<file path="src/inc/rpc_pkg.sv">
// Shared constants of the prescaler, countdown and test-mode block.
// Assumes a 10 MHz system clock from which the 32.768 kHz time base is derived.
package rpc_pkg;

    // Clock rates
    localparam int unsigned SYS_HZ = 10000000;
    localparam int unsigned OSC_HZ = 32768;
    localparam int          NCO_W  = 24;
    localparam logic [NCO_W-1:0] NCO_STEP = NCO_W'(OSC_HZ);
    localparam logic [NCO_W-1:0] NCO_MOD  = NCO_W'(SYS_HZ);
    localparam logic [NCO_W-1:0] NCO_HALF = NCO_W'(SYS_HZ / 2);

    // Divider chain
    localparam int STAGES    = 15;
    localparam int TEST_LSB  = 9;
    localparam int TAP_1K    = 4;
    localparam int TAP_32    = 9;
    localparam int TAP_1HZ   = 14;
    localparam int LOW_KEPT  = 2;

    // First increment after hold release, in microseconds, and its cycle figures
    localparam longint FIRST_INC_MIN_US = 507813;
    localparam longint FIRST_INC_MAX_US = 507935;
    localparam longint FIRST_MIN_TICKS  =
        (FIRST_INC_MIN_US * OSC_HZ + 64'd999999) / 64'd1000000;
    localparam longint HALF_SEC_TICKS   = 16384;
    localparam longint LOW_PHASE_MAX    = 3;
    localparam int     GAP_W            = 9;
    localparam logic [GAP_W-1:0] RELEASE_GAP =
        GAP_W'(FIRST_MIN_TICKS - HALF_SEC_TICKS + LOW_PHASE_MAX);

    // Register offsets
    localparam logic [3:0] ADDR_CTRL1   = 4'h0;
    localparam logic [3:0] ADDR_CTRL2   = 4'h1;
    localparam logic [3:0] ADDR_SECONDS = 4'h2;
    localparam logic [3:0] ADDR_CLOCK_OUTPUT_PIN  = 4'hd;
    localparam logic [3:0] ADDR_TCTRL   = 4'he;
    localparam logic [3:0] ADDR_TVALUE  = 4'hf;

    // Field positions
    localparam int CTRL1_TEST_BIT  = 7;
    localparam int CTRL1_HOLD_BIT  = 5;
    localparam int CTRL1_TESTC_BIT = 3;
    localparam int CTRL2_TITP_BIT  = 4;
    localparam int CTRL2_DONE_BIT  = 2;
    localparam int CTRL2_TIE_BIT   = 0;
    localparam int CLOCK_OUTPUT_PIN_EN_BIT   = 7;
    localparam int TCTRL_RUN_BIT   = 7;

    // Values after reset, and seconds per minute
    localparam logic       RST_TESTC   = 1'b1;
    localparam logic       RST_CLK_EN  = 1'b1;
    localparam logic [1:0] RST_CLK_SEL = 2'h0;
    localparam logic       RST_RUN     = 1'b0;
    localparam logic [1:0] RST_SRC_SEL = 2'h3;
    localparam int         SEC_PER_MIN = 60;

    typedef enum logic [1:0] {
        RPC_SRC_4096,
        RPC_SRC_64,
        RPC_SRC_1,
        RPC_SRC_60TH
    } rpc_src_e;

    typedef enum logic [1:0] {
        RPC_OUT_32K,
        RPC_OUT_1K,
        RPC_OUT_32,
        RPC_OUT_1
    } rpc_out_e;

endpackage

</file>
<file path="src/inc/rpc_tick_if.sv">
// Tick enables passed from the divider chain to the countdown.
// Each tick is a one-cycle pulse on the system clock.
`timescale 1ns/1ns
interface rpc_tick_if;
    logic tick_4096;
    logic tick_64;
    logic tick_1;

    modport src (output tick_4096, output tick_64, output tick_1);
    modport dst (input tick_4096, input tick_64, input tick_1);
endinterface

</file>
<file path="src/logic/rpc_prescaler.sv">
// Fifteen-stage divider of the 32.768 kHz time base, with hold and external-tick mode.
// Assumes osc_tick_i is a one-cycle pulse at 32.768 kHz and ext_edge_i a rising-edge pulse.
`timescale 1ns/1ns
module rpc_prescaler
    import rpc_pkg::*;
(
    input  wire logic              clk_i,
    input  wire logic              rst_n_i,
    input  wire logic              osc_tick_i,
    input  wire logic              hold_i,
    input  wire logic              test_mode_i,
    input  wire logic              ext_edge_i,
    output logic [STAGES-1:0]      stage_o,
    rpc_tick_if.src                ticks
);
    logic [STAGES-1:0] stage;
    logic [STAGES-1:0] next_stage;
    logic [GAP_W-1:0]  gap_cnt;
    logic              hold_q;

    always_comb begin
        next_stage = stage;
        if (test_mode_i) begin
            if (ext_edge_i) begin
                next_stage[STAGES-1:TEST_LSB] = stage[STAGES-1:TEST_LSB] + 6'h01;
            end
            if (osc_tick_i) begin
                next_stage[1:0] = stage[1:0] + 2'h1;
            end
        end else if (osc_tick_i) begin
            if (hold_i || gap_cnt != '0) begin
                next_stage = {13'h0000, stage[1:0] + 2'h1};
            end else begin
                next_stage = stage + 15'h0001;
            end
        end
        if (hold_i) begin
            next_stage[STAGES-1:LOW_KEPT] = '0;
        end
    end

    always_ff @(posedge clk_i or negedge rst_n_i) begin
        if (!rst_n_i) begin
            stage <= '0;
        end else begin
            stage <= next_stage;
        end
    end

    // Upper stages wait out the release gap so the first second lands in its window
    always_ff @(posedge clk_i or negedge rst_n_i) begin
        if (!rst_n_i) begin
            hold_q  <= 1'b0;
            gap_cnt <= '0;
        end else begin
            hold_q <= hold_i;
            if (hold_q && !hold_i && !test_mode_i) begin
                gap_cnt <= RELEASE_GAP;
            end else if (hold_i || test_mode_i) begin
                gap_cnt <= '0;
            end else if (osc_tick_i && gap_cnt != '0) begin
                gap_cnt <= gap_cnt - 9'h001;
            end
        end
    end

    assign stage_o         = stage;
    // Seconds advance on the 0-to-1 step of the top stage only
    assign ticks.tick_1    = !stage[STAGES-1] && next_stage[STAGES-1];
    assign ticks.tick_64   = test_mode_i ? (ext_edge_i && !hold_i)
                           : (osc_tick_i && !hold_i && gap_cnt == '0
                              && stage[TEST_LSB-1:0] == 9'h1ff);
    assign ticks.tick_4096 = osc_tick_i && !hold_i && gap_cnt == '0
                           && stage[2:0] == 3'h7;
endmodule

</file>
<file path="src/logic/rpc_countdown.sv">
// Eight-bit binary countdown with selectable source and automatic reload.
// Assumes the tick enables are one-cycle pulses; the minute source is built here.
`timescale 1ns/1ns
module rpc_countdown
    import rpc_pkg::*;
(
    input  wire logic       clk_i,
    input  wire logic       rst_n_i,
    rpc_tick_if.dst         ticks,
    input  wire logic       run_i,
    input  wire rpc_src_e   src_sel_i,
    input  wire logic       load_i,
    input  wire logic [7:0] load_value_i,
    output logic [7:0]      count_o,
    output logic            done_o
);
    logic [7:0] count;
    logic [7:0] reload;
    logic [5:0] sec_div;
    logic       tick_60th;
    logic       src_tick;

    always_ff @(posedge clk_i or negedge rst_n_i) begin
        if (!rst_n_i) begin
            sec_div <= '0;
        end else if (ticks.tick_1) begin
            sec_div <= (sec_div == 6'(SEC_PER_MIN - 1)) ? 6'h00 : sec_div + 6'h01;
        end
    end
    assign tick_60th = ticks.tick_1 && sec_div == 6'(SEC_PER_MIN - 1);

    always_comb begin
        case (src_sel_i)
            RPC_SRC_4096: src_tick = ticks.tick_4096;
            RPC_SRC_64:   src_tick = ticks.tick_64;
            RPC_SRC_1:    src_tick = ticks.tick_1;
            RPC_SRC_60TH: src_tick = tick_60th;
            default:      src_tick = 1'b0;
        endcase
    end

    // A zero reload never expires: a zero-length period has no meaning
    always_ff @(posedge clk_i or negedge rst_n_i) begin
        if (!rst_n_i) begin
            count  <= '0;
            reload <= '0;
            done_o <= 1'b0;
        end else begin
            done_o <= 1'b0;
            if (load_i) begin
                count  <= load_value_i;
                reload <= load_value_i;
            end else if (run_i && src_tick && count != '0) begin
                if (count == 8'h01) begin
                    count  <= reload;
                    done_o <= 1'b1;
                end else begin
                    count <= count - 8'h01;
                end
            end
        end
    end

    assign count_o = count;
endmodule

</file>
<file path="src/logic/rpc_top.sv">
// Time base, divider hold, external-tick test mode and countdown of the clock/calendar.
// Assumes a register access port driven by the serial slave; inputs are synchronous.
//
// Functional notes
// - Countdown is an 8-bit binary count 00h..FFh; reads return the live count.
// - Countdown period is loaded value divided by source clock frequency.
// - Countdown runs only while its run-enable bit is set.
// - Source-select field picks the clock that decrements the countdown.
// - Countdown interrupt enable and mode live in the second control register.
// - External-tick test bit turns the clock output pin into an input.
// - In test mode pin edges replace 64 Hz; 64 edges make one second.
// - A six-stage divider reduces 64 Hz to 1 Hz for the seconds counter.
// - Hold bit forces prescaler stages two to fourteen to zero until cleared.
// - In test mode, first second after release takes 32 edges, then 64.
// - Test mode entry is unsynchronised; prescaler state at entry is arbitrary.
// - Hold keeps stages two to fourteen reset; time registers stay frozen.
// - Hold keeps 32.768 kHz output but stops 1.024 kHz, 32 Hz and 1 Hz.
// - Two lowest stages ignore hold, so restart varies by one 8.192 kHz cycle.
// - Lowest divider stage runs directly from the 32.768 kHz time base.
// - Seconds advance on each 0-to-1 step of stage fourteen.
// - First second after release comes 0.507813 s to 0.507935 s later.
// - Countdown flag sets on every expiry and clears only by host write.
// - Timer config: bit 7 run enable, bits 1..0 pick 4096, 64, 1, 1/60 Hz.
`timescale 1ns/1ns
module rpc_top
    import rpc_pkg::*;
(
    input  wire logic       sys_clk_i,
    input  wire logic       rstn_i,
    input  wire logic [3:0] reg_addr_i,
    input  wire logic       reg_wr_i,
    input  wire logic [7:0] reg_wdata_i,
    output logic [7:0]      reg_rdata_o,
    input  wire logic       clock_output_pin_i,
    output logic            clock_output_pin_o,
    output logic            clock_output_pin_oe_o,
    output logic            countdown_int_o,
    output logic            seconds_tick_o
);
    logic              rst_meta_n;
    logic              rst_n;
    logic [NCO_W-1:0]  nco_acc;
    logic [NCO_W:0]    nco_sum;
    logic              osc_tick;
    logic              osc_level;
    logic              external_tick_test_mode;
    logic              hold;
    logic              testc;
    logic              int_mode_pulse;
    logic              countdown_done_flag;
    logic              int_enable;
    logic              clk_out_en;
    rpc_out_e          clk_out_sel;
    logic              countdown_run_enable;
    rpc_src_e          countdown_source_select;
    logic [6:0]        seconds_bcd;
    logic              pin_q;
    logic              ext_edge;
    logic [STAGES-1:0] stage;
    logic [7:0]        count;
    logic              count_done;
    logic              clk_sel_level;
    logic              wr_ctrl1;
    logic              wr_ctrl2;
    logic              wr_sec;

    rpc_tick_if ticks ();

    // Reset release through two flops
    always_ff @(posedge sys_clk_i or negedge rstn_i) begin
        if (!rstn_i) begin
            rst_meta_n <= 1'b0;
            rst_n      <= 1'b0;
        end else begin
            rst_meta_n <= 1'b1;
            rst_n      <= rst_meta_n;
        end
    end

    // 32.768 kHz enable from a phase accumulator; jitter is one system cycle
    assign nco_sum = {1'b0, nco_acc} + {1'b0, NCO_STEP};
    always_ff @(posedge sys_clk_i or negedge rst_n) begin
        if (!rst_n) begin
            nco_acc  <= '0;
            osc_tick <= 1'b0;
        end else if (nco_sum >= {1'b0, NCO_MOD}) begin
            nco_acc  <= NCO_W'(nco_sum - {1'b0, NCO_MOD});
            osc_tick <= 1'b1;
        end else begin
            nco_acc  <= nco_sum[NCO_W-1:0];
            osc_tick <= 1'b0;
        end
    end
    assign osc_level = nco_acc >= NCO_HALF;

    assign wr_ctrl1 = reg_wr_i && reg_addr_i == ADDR_CTRL1;
    assign wr_ctrl2 = reg_wr_i && reg_addr_i == ADDR_CTRL2;
    assign wr_sec   = reg_wr_i && reg_addr_i == ADDR_SECONDS;

    // First control register: test select, hold, override guard
    always_ff @(posedge sys_clk_i or negedge rst_n) begin
        if (!rst_n) begin
            external_tick_test_mode <= 1'b0;
            hold                    <= 1'b0;
            testc                   <= RST_TESTC;
        end else if (wr_ctrl1) begin
            external_tick_test_mode <= reg_wdata_i[CTRL1_TEST_BIT];
            hold                    <= reg_wdata_i[CTRL1_HOLD_BIT];
            testc                   <= reg_wdata_i[CTRL1_TESTC_BIT];
        end
    end

    // Second control register: countdown interrupt enable and mode
    always_ff @(posedge sys_clk_i or negedge rst_n) begin
        if (!rst_n) begin
            int_mode_pulse <= 1'b0;
            int_enable     <= 1'b0;
        end else if (wr_ctrl2) begin
            int_mode_pulse <= reg_wdata_i[CTRL2_TITP_BIT];
            int_enable     <= reg_wdata_i[CTRL2_TIE_BIT];
        end
    end

    // Done flag: a fresh expiry beats a simultaneous clear; writing one leaves it alone
    always_ff @(posedge sys_clk_i or negedge rst_n) begin
        if (!rst_n) begin
            countdown_done_flag <= 1'b0;
        end else if (count_done) begin
            countdown_done_flag <= 1'b1;
        end else if (wr_ctrl2 && !reg_wdata_i[CTRL2_DONE_BIT]) begin
            countdown_done_flag <= 1'b0;
        end
    end

    // Clock output and countdown configuration registers
    always_ff @(posedge sys_clk_i or negedge rst_n) begin
        if (!rst_n) begin
            clk_out_en  <= RST_CLK_EN;
            clk_out_sel <= rpc_out_e'(RST_CLK_SEL);
        end else if (reg_wr_i && reg_addr_i == ADDR_CLOCK_OUTPUT_PIN) begin
            clk_out_en  <= reg_wdata_i[CLOCK_OUTPUT_PIN_EN_BIT];
            clk_out_sel <= rpc_out_e'(reg_wdata_i[1:0]);
        end
    end

    always_ff @(posedge sys_clk_i or negedge rst_n) begin
        if (!rst_n) begin
            countdown_run_enable    <= RST_RUN;
            countdown_source_select <= rpc_src_e'(RST_SRC_SEL);
        end else if (reg_wr_i && reg_addr_i == ADDR_TCTRL) begin
            countdown_run_enable    <= reg_wdata_i[TCTRL_RUN_BIT];
            countdown_source_select <= rpc_src_e'(reg_wdata_i[1:0]);
        end
    end

    // Seconds in BCD; writable while held, advances only on the 1 Hz tick
    always_ff @(posedge sys_clk_i or negedge rst_n) begin
        if (!rst_n) begin
            seconds_bcd <= '0;
        end else if (wr_sec) begin
            seconds_bcd <= reg_wdata_i[6:0];
        end else if (ticks.tick_1) begin
            if (seconds_bcd[3:0] == 4'h9) begin
                seconds_bcd[3:0] <= 4'h0;
                seconds_bcd[6:4] <= (seconds_bcd[6:4] == 3'h5) ? 3'h0
                                  : seconds_bcd[6:4] + 3'h1;
            end else begin
                seconds_bcd[3:0] <= seconds_bcd[3:0] + 4'h1;
            end
        end
    end

    always_ff @(posedge sys_clk_i or negedge rst_n) begin
        if (!rst_n) begin
            seconds_tick_o <= 1'b0;
        end else begin
            seconds_tick_o <= ticks.tick_1;
        end
    end

    // Pin edge detect: the pin is taken as synchronous to the system clock
    always_ff @(posedge sys_clk_i or negedge rst_n) begin
        if (!rst_n) begin
            pin_q <= 1'b0;
        end else begin
            pin_q <= clock_output_pin_i;
        end
    end
    assign ext_edge = external_tick_test_mode && clock_output_pin_i && !pin_q;

    rpc_prescaler u_prescaler (
        .clk_i       (sys_clk_i),
        .rst_n_i     (rst_n),
        .osc_tick_i  (osc_tick),
        .hold_i      (hold),
        .test_mode_i (external_tick_test_mode),
        .ext_edge_i  (ext_edge),
        .stage_o     (stage),
        .ticks       (ticks.src)
    );

    rpc_countdown u_countdown (
        .clk_i        (sys_clk_i),
        .rst_n_i      (rst_n),
        .ticks        (ticks.dst),
        .run_i        (countdown_run_enable),
        .src_sel_i    (countdown_source_select),
        .load_i       (reg_wr_i && reg_addr_i == ADDR_TVALUE),
        .load_value_i (reg_wdata_i),
        .count_o      (count),
        .done_o       (count_done)
    );

    // Divided taps are stopped by hold because their stages are cleared
    always_comb begin
        case (clk_out_sel)
            RPC_OUT_32K: clk_sel_level = osc_level;
            RPC_OUT_1K:  clk_sel_level = stage[TAP_1K];
            RPC_OUT_32:  clk_sel_level = stage[TAP_32];
            RPC_OUT_1:   clk_sel_level = stage[TAP_1HZ];
            default:     clk_sel_level = 1'b0;
        endcase
    end

    always_ff @(posedge sys_clk_i or negedge rst_n) begin
        if (!rst_n) begin
            clock_output_pin_o    <= 1'b0;
            clock_output_pin_oe_o <= 1'b0;
        end else begin
            clock_output_pin_o    <= clk_sel_level;
            clock_output_pin_oe_o <= clk_out_en && !external_tick_test_mode;
        end
    end

    always_ff @(posedge sys_clk_i or negedge rst_n) begin
        if (!rst_n) begin
            countdown_int_o <= 1'b0;
        end else begin
            countdown_int_o <= int_enable && (int_mode_pulse ? count_done
                                              : (countdown_done_flag || count_done));
        end
    end

    // Registered read port; unmapped offsets read zero
    always_ff @(posedge sys_clk_i or negedge rst_n) begin
        if (!rst_n) begin
            reg_rdata_o <= '0;
        end else begin
            case (reg_addr_i)
                ADDR_CTRL1:   reg_rdata_o <= {external_tick_test_mode, 1'b0, hold, 1'b0,
                                              testc, 3'h0};
                ADDR_CTRL2:   reg_rdata_o <= {3'h0, int_mode_pulse, 1'b0,
                                              countdown_done_flag, 1'b0, int_enable};
                ADDR_SECONDS: reg_rdata_o <= {1'b0, seconds_bcd};
                ADDR_CLOCK_OUTPUT_PIN:  reg_rdata_o <= {clk_out_en, 5'h00, clk_out_sel};
                ADDR_TCTRL:   reg_rdata_o <= {countdown_run_enable, 5'h00,
                                              countdown_source_select};
                ADDR_TVALUE:  reg_rdata_o <= count;
                default:      reg_rdata_o <= 8'h00;
            endcase
        end
    end
endmodule

</file>
<file path="config.mk">
export PLATFORM = sky130hd
export DESIGN_NAME = rpc_top
export DESIGN_NICKNAME = d
export VERILOG_FILES = /design/src/inc/rpc_pkg.sv /design/src/inc/rpc_tick_if.sv /design/src/logic/rpc_prescaler.sv /design/src/logic/rpc_countdown.sv /design/src/logic/rpc_top.sv
export SDC_FILE = /design/constraint.sdc
export NUM_CORES = 1
export LEC_CHECK = 0
export BUFFER_PORTS_ARGS = -buffer_cell sky130_fd_sc_hd__buf_2
export CORE_MARGIN = 3
export CORE_UTILIZATION = 45
export DETAILED_ROUTE_END_ITERATION = 10
export PLACE_DENSITY = 0.74
export SYNTH_ARGS = -nofsm -noshare
export SYNTH_HDL_FRONTEND = slang
export SYNTH_SLANG_ARGS = --single-unit
</file>
<file path="constraint.sdc">
create_clock -name sys_clk_i -period 7.3 [get_ports sys_clk_i]
set_input_delay 1.46 -clock sys_clk_i [delete_from_list [all_inputs] [get_ports sys_clk_i]]
set_output_delay 1.46 -clock sys_clk_i [all_outputs]
set_load 0.05 [all_outputs]
</file>
* After elaboration in Yosys (flattened, before gate mapping) *
Index checks and enable logic that the tools add are counted.

storage, ports and cells
  word-level logic and storage cells = 142
  input port bits = 16
  output and inout bits = 12
  register bits after elaboration = 107

operators by class
  reduce and logical (&&, ||, !) cells = 47
  $lt $le $gt $ge = 2
  multiplexer cells = 32
  add/subtract/negate cells = 10
  equal/unequal tests = 19

operators by type and width
  cell                      count
  $pmux W8 S6               1
  $mux W15                  2
  $mux W9                   3
  $add A24 B16 Y25 const B  1
  $ge A25 B24 Y1 const B    1
  $ge A24 B23 Y1 const B    1
  $mux W24                  1
  $mux W8                   3
  $sub A24 B24 Y24 const B  1
  $logic_and A1 B1 Y1       23
  $mux W7                   3
  $mux W6                   3
  $eq A4 B4 Y1 const B      4
  $add A15 B1 Y15 const B   1
  $mux W13                  1
  $add A6 B1 Y6 const B     2
  $reduce_bool A2 Y1        5
  $eq A9 B9 Y1 const B      1
  $logic_not A9 Y1          1
  $reduce_bool A9 Y1        1
  $sub A9 B1 Y9 const B     1
  $eq A2 B2 Y1 const B      4
  $eq A8 B1 Y1 const B      1
  $mux W1                   8
  22 further kinds          37

* Depth between registers and ports, before layout *
Gate-level depths: netlist (run 1).

  depth in word-level cells = 13
  gate-level depth with buffers = 12
  depth with buffers taken out = 11

* Modules after synthesis *
Synthesis (run 1) repeated with hierarchy kept, for this count alone.

unflattened totals
  cells, all modules = 586
  area total of the unflattened synthesis = 5625.4 sq um

by module, submodules not included
  module         sequential area each (sq um)  cells each  area each (sq um)  times used
  rpc_top        1306.3                        268         2707.6             1
  rpc_prescaler  625.6                         168         1545.2             1
  rpc_countdown  575.6                         150         1372.6             1

* Least setup slack after synthesis (run 1) *
Ideal clock, no wire load.

  path kind = input-to-reg
  start = input reg_addr_i[0]
  end = register seconds_bcd[3]
  cell stages on the path = 5
  setup time = 138 ps
  path buffers = 1
  path slack = 4461 ps
  required time = 7162 ps
  arrival = 2701 ps
  cell sequence = nand2b_1 nor3_1 and2_1 buf_1 a22oi_1

between the ends
  cells in the longest elaborated chain, start to end = 3
  elaborated cells on any way between the ends = 4
  those cells by class = 1 x eq/ne; 1 x mux; 2 x reduce/logical

RTL lines
  item                                           RTL line        RTL
  start: declaration                             rpc_top.sv:30   input wire logic [3:0] reg_addr_i,
  $eq A4 B2 Y1 (*)                               rpc_top.sv:98   assign wr_sec = reg_wr_i && reg_addr_i == ADDR_SECONDS;
  $logic_and A1 B1 Y1 (*)                        rpc_top.sv:98
  $mux W7 or $reduce_bool A2 Y1 (tied branches)  n/a
  end signal: assignment                         rpc_top.sv:161  seconds_bcd <= reg_wdata_i[6:0];
  end signal: assignment                         rpc_top.sv:168  seconds_bcd[3:0] <= seconds_bcd[3:0] + 4'h1;
  end: declaration                               rpc_top.sv:56   logic [6:0] seconds_bcd;

Every way passes the cells marked *; elsewhere a longest branch is shown, timed or not.
A chain may end at the register's enable or synchronous reset.

* Worst setup path after layout (run 1) *
  start = input reg_addr_i[3]
  end = register u_countdown.count[1] (netlist: u_countdown.count_o[1])

between the ends
  cells in the longest elaborated chain, start to end = 3
  elaborated cells on any way between the ends = 4
  those cells by class = 1 x eq/ne; 1 x mux; 2 x reduce/logical

RTL lines
  item                                           RTL line             RTL
  $eq A4 B4 Y1 (*)                               rpc_top.sv:208       .load_i (reg_wr_i && reg_addr_i == ADDR_TVALUE),
  $logic_and A1 B1 Y1 (*)                        rpc_top.sv:208
  $mux W8 or $reduce_bool A2 Y1 (tied branches)  n/a
  end signal: assignment                         rpc_countdown.sv:51  count <= load_value_i;
  end signal: assignment                         rpc_countdown.sv:55  count <= reload;
  end signal: assignment                         rpc_countdown.sv:58  count <= count - 8'h01;
  end: declaration                               rpc_countdown.sv:17  logic [7:0] count;

Marked as above.

==> run metrics, run 1 <==
Post-Syn Nets 596; Worst Clk Skew ~9 ps; Worst IR Drop VDD about 0.16 mV; TritonCTS Buffers 9; Post-Syn Area around 5400 um^2; Post-synth EDFFs 0; CTS clock-pin slew for the worst setup and hold paths 70 ps; Top-Level Pins 28; GRT Overall Usage 18.7%; Worst Tran Pin Value 1010 ps; Avg Inst Size Synth 9.52 um^2; layout cell share with drive strength beyond 1 approximately an eighth; Design Power 1.49 mW; clk_lat worst skew 350 ps; Max-Cap Viols 0; final worst path period share 40.5%; Routed Wire Length 11800 um; initial antenna violation count 0; P&R area growth vs syn 10.0%; r2r setup slk 4420 ps; CTS resizes 0; wire per inst 16.1 um; Final min period 2960 ps; final hold vios 0; Clock Path Buffers 2; vias per cell 5.67; placer congestion estimate 0.897; Rows 39; Post-Place Cells roughly 720; CP Capture Type flop; I/O Buffers 27; CP required 7490 ps; number of global-route vias before repair between 4000 and 5000; pwr dens about 250 nW/um^2; CTS tree yes; Via Count 4168; core area 11600 um^2; Antenna Violating Nets Remaining 0; Synth async-reset ratio 100%; ys flop type dfrtp_1; Die W 116 um; grt ovf 0; Seq cells post-synth 100; critical path class primary input to flop; Die ar. 13400 um^2; f_max roughly 0.34 GHz; DRC viols 0; RSZ-0062 raised after global routing no; Root Driver clkbuf_16; drt pass-1 iters 8; Detail Placement HPWL 8430 um; fin cells 735; Layout Utilization roughly half; die height 116 um; FILL cells 1022; Synth Warn # 0; global-route wire length before repair 20100 um; cts hold-fix bufs 0; Pins Over Slew Limit 0; # diodes 0; r2r worst-path depth 8; Slew Limit Headroom 32.3%; arrival time worst endpoint 3140 ps; R2R Path Start u_prescaler.gap_cnt[0]$_DFFE_PN0P_; Seq/Total Area, Yosys 46.4%; H-tree depth 3; DRT iter0 DRCs 479; Min-Delay Path Class flop to async pin; Setup Fix Bufs, Post-CTS 0; Critical Path Start Type primary input; TNS Setup 0 ps; P_leak 2.62 nW; outcome finished clean; clk sinks 100; pin count of the biggest net entering global routing 61; count of different cell masters after synthesis 69; Initial Utilization a little under half; Nets 616; r2r endpoint u_countdown.count_o[0]$_DFFE_PN0P_; Synth Instances roughly 570; Setup-failing EPs final 0; CP max FO 22
==> through the flow <==
step	cell area [um^2]	setup slack, ps	hold WS (ps)
2_1_floorplan	5400	4320	331
3_3_place_gp	5620	4120	315
3_5_place_dp	5620	3980	328
4_1_cts	5940	4380	342
5_1_grt	5940	4120	349
6_report	5940	4340	315
==> logic make-up after synthesis <==
family / count (synthesis) / synth area share (%)
compound gates: 120 / 15.4
xor+xnor: 41 / 6.65
fa+ha+maj: 13 / 3.01
buf+inv: 38 / 3.20
flops: 100 / 46.4
mux: 20 / 4.22
other cells: 1 / 0.0694
simple gates: 234 / 21.0
==> layout make-up <==
cell class | count | area, um^2 | area share [%]
multi-input combinational | 429 | 2720 | 45.8
inverter | 19 | 71.3 | 1.20
tap | 143 | 179 | 3.01
sequential | 100 | 2510 | 42.3
clock buffer | 11 | 233 | 3.92
clock inverter | 5 | 83.8 | 1.41
timing repair buffer | 28 | 143 | 2.40
==> cell usage after synthesis (4+ instances only) <==
cell / instances / area (um^2)
nor4_1: 5 / 31.3
nor3_1: 16 / 80.1
nor2_1: 54 / 203
and3_1: 5 / 31.3
buf_2: 5 / 25.0
a21oi_1: 18 / 90.1
nand2_1: 89 / 334
o2111ai_1: 5 / 43.8
nand2b_1: 11 / 68.8
clkbuf_1: 9 / 33.8
ha_1: 13 / 163
a21o_1: 4 / 30.0
o21ai_0: 24 / 120
xor2_1: 13 / 114
mux2_2: 12 / 135
dfstp_2: 4 / 105
dfrtp_1: 96 / 2400
nand3_1: 12 / 60.1
a22oi_1: 11 / 82.6
a211oi_1: 4 / 30.0
o21ai_1: 6 / 30.0
nor2b_1: 7 / 43.8
inv_1: 19 / 71.3
mux2i_1: 7 / 70.1
a31oi_1: 6 / 37.5
nand3b_1: 5 / 37.5
o21a_1: 5 / 37.5
xnor2_1: 28 / 245
o211ai_1: 7 / 52.6
==> cells in the final DEF, fill, tap and decap left out, types with 3 or more instances in the layout <==
| cell type | count |
|---|---|
| a211oi_1 | 4 |
| a21o_1 | 4 |
| a21oi_1 | 18 |
| a22oi_1 | 11 |
| a31oi_1 | 6 |
| and2_1 | 3 |
| and3_1 | 5 |
| and4_1 | 3 |
| buf_2 | 27 |
| clkbuf_16 | 9 |
| dfrtp_1 | 95 |
| dfstp_2 | 4 |
| ha_1 | 13 |
| inv_1 | 19 |
| mux2_2 | 12 |
| mux2i_1 | 7 |
| nand2_1 | 89 |
| nand2b_1 | 11 |
| nand3_1 | 12 |
| nand3b_1 | 5 |
| nand4_1 | 3 |
| nor2_1 | 54 |
| nor2b_1 | 7 |
| nor3_1 | 16 |
| nor4_1 | 5 |
| o2111ai_1 | 5 |
| o211ai_1 | 7 |
| o21a_1 | 5 |
| o21ai_0 | 24 |
| o21ai_1 | 6 |
| o22ai_1 | 3 |
| o31ai_1 | 3 |
| or4_1 | 3 |
| xnor2_1 | 28 |
| xor2_1 | 13 |
==> where the power goes <==
part | leakage (nW) | internal [mW] | switching [mW]
logic | 1.18 | 0.113 | 0.148
clock network | 0.146 | 0.302 | 0.210
registers | 1.30 | 0.624 | 0.0945
total | 2.62 | 1.04 | 0.452
==> state kept, by name, indices dropped and copies added, names as in the netlist, 2 cells and up <==
register	cells
u_countdown.reload	8
nco_acc	17
u_countdown.sec_div	6
countdown_source_select	2
seconds_bcd	7
u_prescaler.gap_cnt	9
u_prescaler.stage_o	15
reg_rdata_o	8
u_countdown.count_o	8
clk_out_sel	2
==> worst max-delay path: stages <==
cell	delay (ps)
buf_2	110
nand2_1	90
nor2_1	500
nand2_1	560
o2111ai_1	240
o311ai_0	170
==> how the worst max path moves through the flow <==
stage	from	slack (ps)	end	cells after the start
final	reg_addr_i[3]	4340	u_countdown.count_o[1]$_DFFE_PN0P_	6
after global routing	reg_addr_i[2]	4120	u_countdown.count_o[4]$_DFFE_PN0P_	6
after CTS	reg_addr_i[2]	4380	u_countdown.count_o[1]$_DFFE_PN0P_	6
after detailed placement	reg_addr_i[2]	3980	u_countdown.count_o[1]$_DFFE_PN0P_	6
after global placement	reg_addr_i[0]	4120	seconds_bcd[3]$_DFFE_PN0P_	6
after floorplan	rst_n$_DFF_PN0_	4320	clk_out_sel[0]$_DFFE_PN0P_	0
==> per-layer routing <==
| layer | share of wire [%] | vias to the layer above | global-route usage, % |
|---|---|---|---|
| li1 | - | 2045 | - |
| met3 | 4.0 | 16 | 4.39 |
| met1 | 48 | 2021 | 26.5 |
| met2 | 46 | 86 | 28.5 |
| met4 | 1.6 | 0 | 5.71 |
| met5 | 0 | - | 0 |
Power figures use the tool's default switching activity.
==> run 2: changes to the inputs <==
Settings changed: ABC_AREA set to 1, PLACE_DENSITY 0.74 to 0.76.
Clock period 7.3 ns to 2.5 ns, I/O delays scaled along.
==> run metrics, run 2 <==
CP max FO 17; GRT Overall Usage 18.1%; Post-Syn Nets 752; CP max stage cell dfrtp_1; r2r worst-path depth 13; RSZ-0062 raised after global routing no; die height roughly 120 um; Seq cells post-synth 100; final worst path period share roughly nine tenths; Antenna Violating Nets Remaining 0; TNS Setup 0 ps; initial antenna violation count 0; Biggest register nco_acc; CP required 2730 ps; Worst Clk Skew 5.16 ps; pwr dens 765 nW/um^2; Hold Path Sink pin_q$_DFF_PN0_; Synth async-reset ratio 100%; CP cell instances inv_1 -> ha_1 -> nor2_1 -> o21ai_1 -> nand2_1 -> nand2_1 -> nand2_2 -> a21oi_2 -> o21ai_2 -> nand2_4 -> nand2_8 -> nand2_1 -> nand2_1; R2R Path Start nco_acc[7]$_DFFE_PN0N_; Die W 118 um; CTS clock-pin slew for the worst setup and hold paths 70 ps; Via Count 4820; CTS tree yes; grt ovf 0; number of global-route vias before repair 4695; f_max 0.448 GHz; core area 12200 um^2; DRC viols 0; critical path class flop to flop; Min-Delay Path Class primary input to flop; Setup-failing EPs final 0; clk sinks 100; r2r setup slk 270 ps; max reg flops 17; leading area contributor after synthesis dfrtp_1; Synth Instances 723; dominant cells by area after synthesis dfrtp_1 42%, nand2_1 9.9%, inv_1 6.7%, nand3_1 5.8%, o21ai_0 5.4%; final hold vios 0; count of different cell masters after synthesis 50; vias per cell just over 5; Critical Path Start Type flop; H-tree depth 3; TritonCTS Buffers 9; Detail Placement HPWL roughly 9000 um; Initial Utilization between 40% and 50%; placer congestion estimate 0.899; Layout Utilization about half; layout cell share with drive strength beyond 1 12.1%; Final min period 2230 ps; P_leak 3.12 nW; Die ar. 14000 um^2; most common cell after layout, fill and taps aside nand2_1; pin count of the biggest net entering global routing 45; FILL cells about 1200; Post-synth EDFFs 0; Hold Path Cell Cnt 1; Slew Limit Headroom between 60% and 70%; r2r endpoint nco_acc[10]$_DFFE_PN0N_; wire per inst 13.1 um; Rows 40; CP Capture Type flop; commonest cells after routing, fill and taps aside 150 x nand2_1, 102 x inv_1, 95 x dfrtp_1, 66 x nor2_1, 66 x nand3_1; DRT iter0 DRCs between 300 and 400; Worst Tran Pin Value ~600 ps; Root Driver clkbuf_16; Post-Syn Area approximately 5700 um^2; cell mode on critical path nand2_1; count leader, synth nand2_1; I/O Buffers 27; Worst IR Drop VDD around 0.36 mV; largest stage delay on the critical path 440 ps; Synth Warn # 0; Nets 787; outcome finished clean; Top-Level Pins 28; arrival time worst endpoint 2470 ps; Clock Path Buffers 2; clk_lat worst skew 350 ps; most frequent cells after synthesis 150 x nand2_1, 102 x inv_1, 96 x dfrtp_1, 67 x nor2_1, 66 x nand3_1; Pins Over Slew Limit 0; Seq/Total Area, Yosys 44.1%; Max-Cap Viols 0; Synth top area share 42.3%; worst hold start clock_output_pin_i; drt pass-1 iters 5; ys flop type dfrtp_1; # diodes 0; Avg Inst Size Synth between 7 and 8 um^2; Routed Wire Length 12100 um; global-route wire length before repair 21200 um; Design Power 4.82 mW; P&R area growth vs syn 10.9%; Worst Setup SP nco_acc[7]$_DFFE_PN0N_
run 2: how the worst max path moves through the flow:
stage	cells after the start	endpoint	slack [ps]
finish	13	nco_acc[10]$_DFFE_PN0N_	270
global route	16	u_countdown.count_o[6]$_DFFE_PN0P_	20
CTS	13	nco_acc[10]$_DFFE_PN0N_	260
detailed placement	13	nco_acc[10]$_DFFE_PN0N_	270
global placement	16	u_countdown.count_o[1]$_DFFE_PN0P_	320
floorplan	13	nco_acc[16]$_DFF_PN0_	520
run 2: critical path: cells and delay by family, from the launching register on:
kind | cells | cell delay (ps)
buffers and inverters | 1 | 120
and+or+nand+nor | 8 | 900
AOI/OAI and AO/OA | 3 | 450
DFF | 1 | 440
adders and majority gates | 1 | 210
run 2: report_power, final:
group	total (mW)	internal, mW	switching [mW]
sequential	2.19	1.93	0.260
clock	1.25	0.668	0.583
combinational	1.39	0.485	0.901
total	4.82	3.08	1.74
run 2: layout make-up:
| type | instances | area (um^2) | area share (%) |
|---|---|---|---|
| Timing Repair Buffer | 35 | 210 | 3.33 |
| Clock inverter | 4 | 27.5 | 0.437 |
| Clock buffer | 11 | 233 | 3.69 |
| Multi-Input combinational cell | 508 | 2720 | 43.2 |
| Sequential cell | 100 | 2510 | 39.8 |
| Inverter | 104 | 390 | 6.19 |
| Tap cell | 168 | 210 | 3.33 |
run 2: cells by family after synthesis:
group	count (synthesis)	synth area share (%)
other	1	0.0660
adder cells (fa/ha/maj)	13	2.86
flip-flops	100	44.1
AND/OR/NAND/NOR	343	27.7
AO/OA/AOI/OAI	121	12.4
XOR/XNOR	30	4.89
buffers and inverters	115	8.05
run 2: repair_timing:
| action | in CTS | in global routing |
|---|---|---|
| hold endpoints to repair | 2 | 0 |
| endpoints found under the setup margin | 0 | 6 |
| hold buffers | 1 | 0 |
| buffers inserted | 0 | 0 |
| gates resized for setup | 0 | 1 |
run 2: routing by layer:
layer | vias up | track usage (%) | part of all wire, %
met3 | 17 | 3.83 | 3.7
met5 | - | 0 | 0
met4 | 0 | 6.59 | 1.8
met1 | 2296 | 24.3 | 48
li1 | 2428 | - | -
met2 | 79 | 29.0 | 47
run 2: metrics by stage:
step	hold WS (ps)	instance area, um^2	cells	worst slack, ps
floorplan	204	5690	723	520
CTS	260	6300	930	258
global route	261	6300	930	20.1
global placement	287	6030	914	317
finish	272	6300	930	267
detailed placement	287	6030	914	273
==> run 3: changes to the inputs <==
Settings changed: CELL_PAD_IN_SITES_DETAIL_PLACEMENT set to 0, CELL_PAD_IN_SITES_GLOBAL_PLACEMENT set to 2, CORE_UTILIZATION 45 to 33, PLACE_DENSITY 0.76 to 0.87.
==> run metrics, run 3 (synthesized netlist as in run 2, its figures left out) <==
Die W 137 um; most common cell after layout, fill and taps aside nand2_1; Slew Limit Headroom between 60% and 70%; Clock Path Buffers 2; Nets between 700 and 800; FILL cells 1745; Multi-input gate area 2730 um^2; internal power ~3.3 mW; Post-Place Cells 969; Pins Over Slew Limit 0; combinational group share of total power ~28%; arrival time worst endpoint 2520 ps; final worst path period share about nine tenths; number of global-route vias before repair 4676; met1 Use GR 22.5%; placer congestion estimate 0.821; Detail Placement HPWL 10300 um; Setup-failing EPs final 0; Rows 47; Routed Wire Length approximately 14000 um; Design Power 5.16 mW; Max-Cap Viols 0; P_leak 3.18 nW; f_max 0.440 GHz; commonest cells after routing, fill and taps aside 150 x nand2_1, 102 x inv_1, 95 x dfrtp_1, 66 x nor2_1, 66 x nand3_1; Biggest register nco_acc; core area 16700 um^2; Worst Tran Pin Value 521 ps; GR Layer Usage met2 24.4%; die height between 100 and 150 um; switching portion of total power 35.5%; CP max FO 17; wire per inst 14.0 um; CP required 2740 ps; # diodes 0; Initial Utilization 34.0%; outcome finished clean; FF+latch area 2510 um^2; max reg flops 17; M3 GR Usage between 2 and 3%; critical path class flop to flop; clk_lat worst skew between 300 and 400 ps; pin count of the biggest net entering global routing 65; Die ar. 18800 um^2; Final min period 2270 ps; Top-Level Pins 28; Worst IR Drop VDD 0.362 mV; layout cell share with drive strength beyond 1 12.8%; global-route wire length before repair 23400 um; final hold vios 0; Root Driver clkbuf_16; Worst Clk Skew 4.81 ps; Critical Path Start Type flop; CTS tree yes; Via Count approximately 4800; vias per cell 4.86; Antenna Violating Nets Remaining 0; drt pass-1 iters 6; grt ovf 0; part of the power in registers between 40% and 50%; GR peak layer met2; Clk pwr share approximately 30%; H-tree depth 3; I/O Buffers 27; CTS clock-pin slew for the worst setup and hold paths 70 ps; clk sinks 100; Setup Fix Bufs, Post-CTS 0; TritonCTS Buffers 9; DRT iter0 DRCs 254; GRT Overall Usage 15.6%; fin cells 986; Min-Delay Path Class primary input to flop; P&R area growth vs syn 13.7%; CP Capture Type flop; Sw Pwr about 1.8 mW; DRC viols 0; pwr dens 798 nW/um^2; initial antenna violation count 0; worst hold slack 276 ps
==> run 3: cell count changes in the layout (fill, tap and decap cells not counted), moves of 2 or more <==
cell	delta
buf_4	+3
bufinv_16	+2
clkbuf_1	-2
clkinvlp_4	-2
==> run 3: through the flow <==
stage,TNS (ps),util (%),setup slack (ps),cell area (um^2)
floorplan,0,-,520,5690
global placement,0,36.6,188,6120
detailed placement,0,36.6,222,6120
CTS,0,38.7,205,6450
global route,-3.45,38.7,-3.45,6460
finish,0,38.7,225,6460
==> run 3: layout make-up <==
cell class	instances	area share [%]
timing repair buffer	38	3.60
clock inverter	6	1.34
inverter	104	6.04
clock buffer	10	3.70
multi-input combinational	508	42.2
sequential	100	38.9
tap	220	4.26
==> run 3: critical path, cell delays in order, from the launching register on <==
cell and delay (ps):
dfrtp_1 440, inv_1 160, ha_1 370, inv_1 100, nand2_1 70, nor2_2 140
nand2_2 90, a21oi_2 180, o21ai_2 90, nand2_4 210, nand2_8 170, nand2_1 110
nand2_1 60
==> run 3: final timing paths <==
check / start / to / slack (ps) / cells past startpoint
setup / recovery: nco_acc[15]$_DFF_PN0_ / nco_acc[7]$_DFFE_PN0N_ / 230 / 12
hold / removal: clock_output_pin_i / pin_q$_DFF_PN0_ / 280 / 1
max in group asynchronous: rst_n$_DFF_PN0_ / countdown_source_select[1]$_DFFE_PN1P_ / 1410 / 1
hold reg to reg: rst_n$_DFF_PN0_ / u_countdown.reload[1]$_DFFE_PN0P_ / 310 / 0
min in group asynchronous: rst_n$_DFF_PN0_ / u_countdown.reload[1]$_DFFE_PN0P_ / 310 / 0
setup reg to reg: nco_acc[15]$_DFF_PN0_ / nco_acc[7]$_DFFE_PN0N_ / 230 / 12
==> run 3: per-layer routing <==
| metal | part of all wire [%] | wire length (um) |
|---|---|---|
| met5 | 0 | 0 |
| met1 | 49 | 6840 |
| met3 | 3.6 | 497 |
| met2 | 46 | 6320 |
| met4 | 1.2 | 161 |
==> run 3: what timing repair did <==
item	CTS	global route
endpoints found under the hold margin	2	0
hold buffers	1	0
setup endpoints to repair	0	8
resized for setup	0	2
==> run 3: power by group through the flow <==
stage          clock network (mW)  registers (mW)  logic, mW
4_1_cts                      1.59            2.19       1.43
3_5_place_dp                    0            2.22       1.42
5_1_grt                      1.65            2.24       1.65
6_report                     1.53            2.19       1.44
2_1_floorplan                   0            2.24      0.992
3_3_place_gp                    0            2.21       1.41
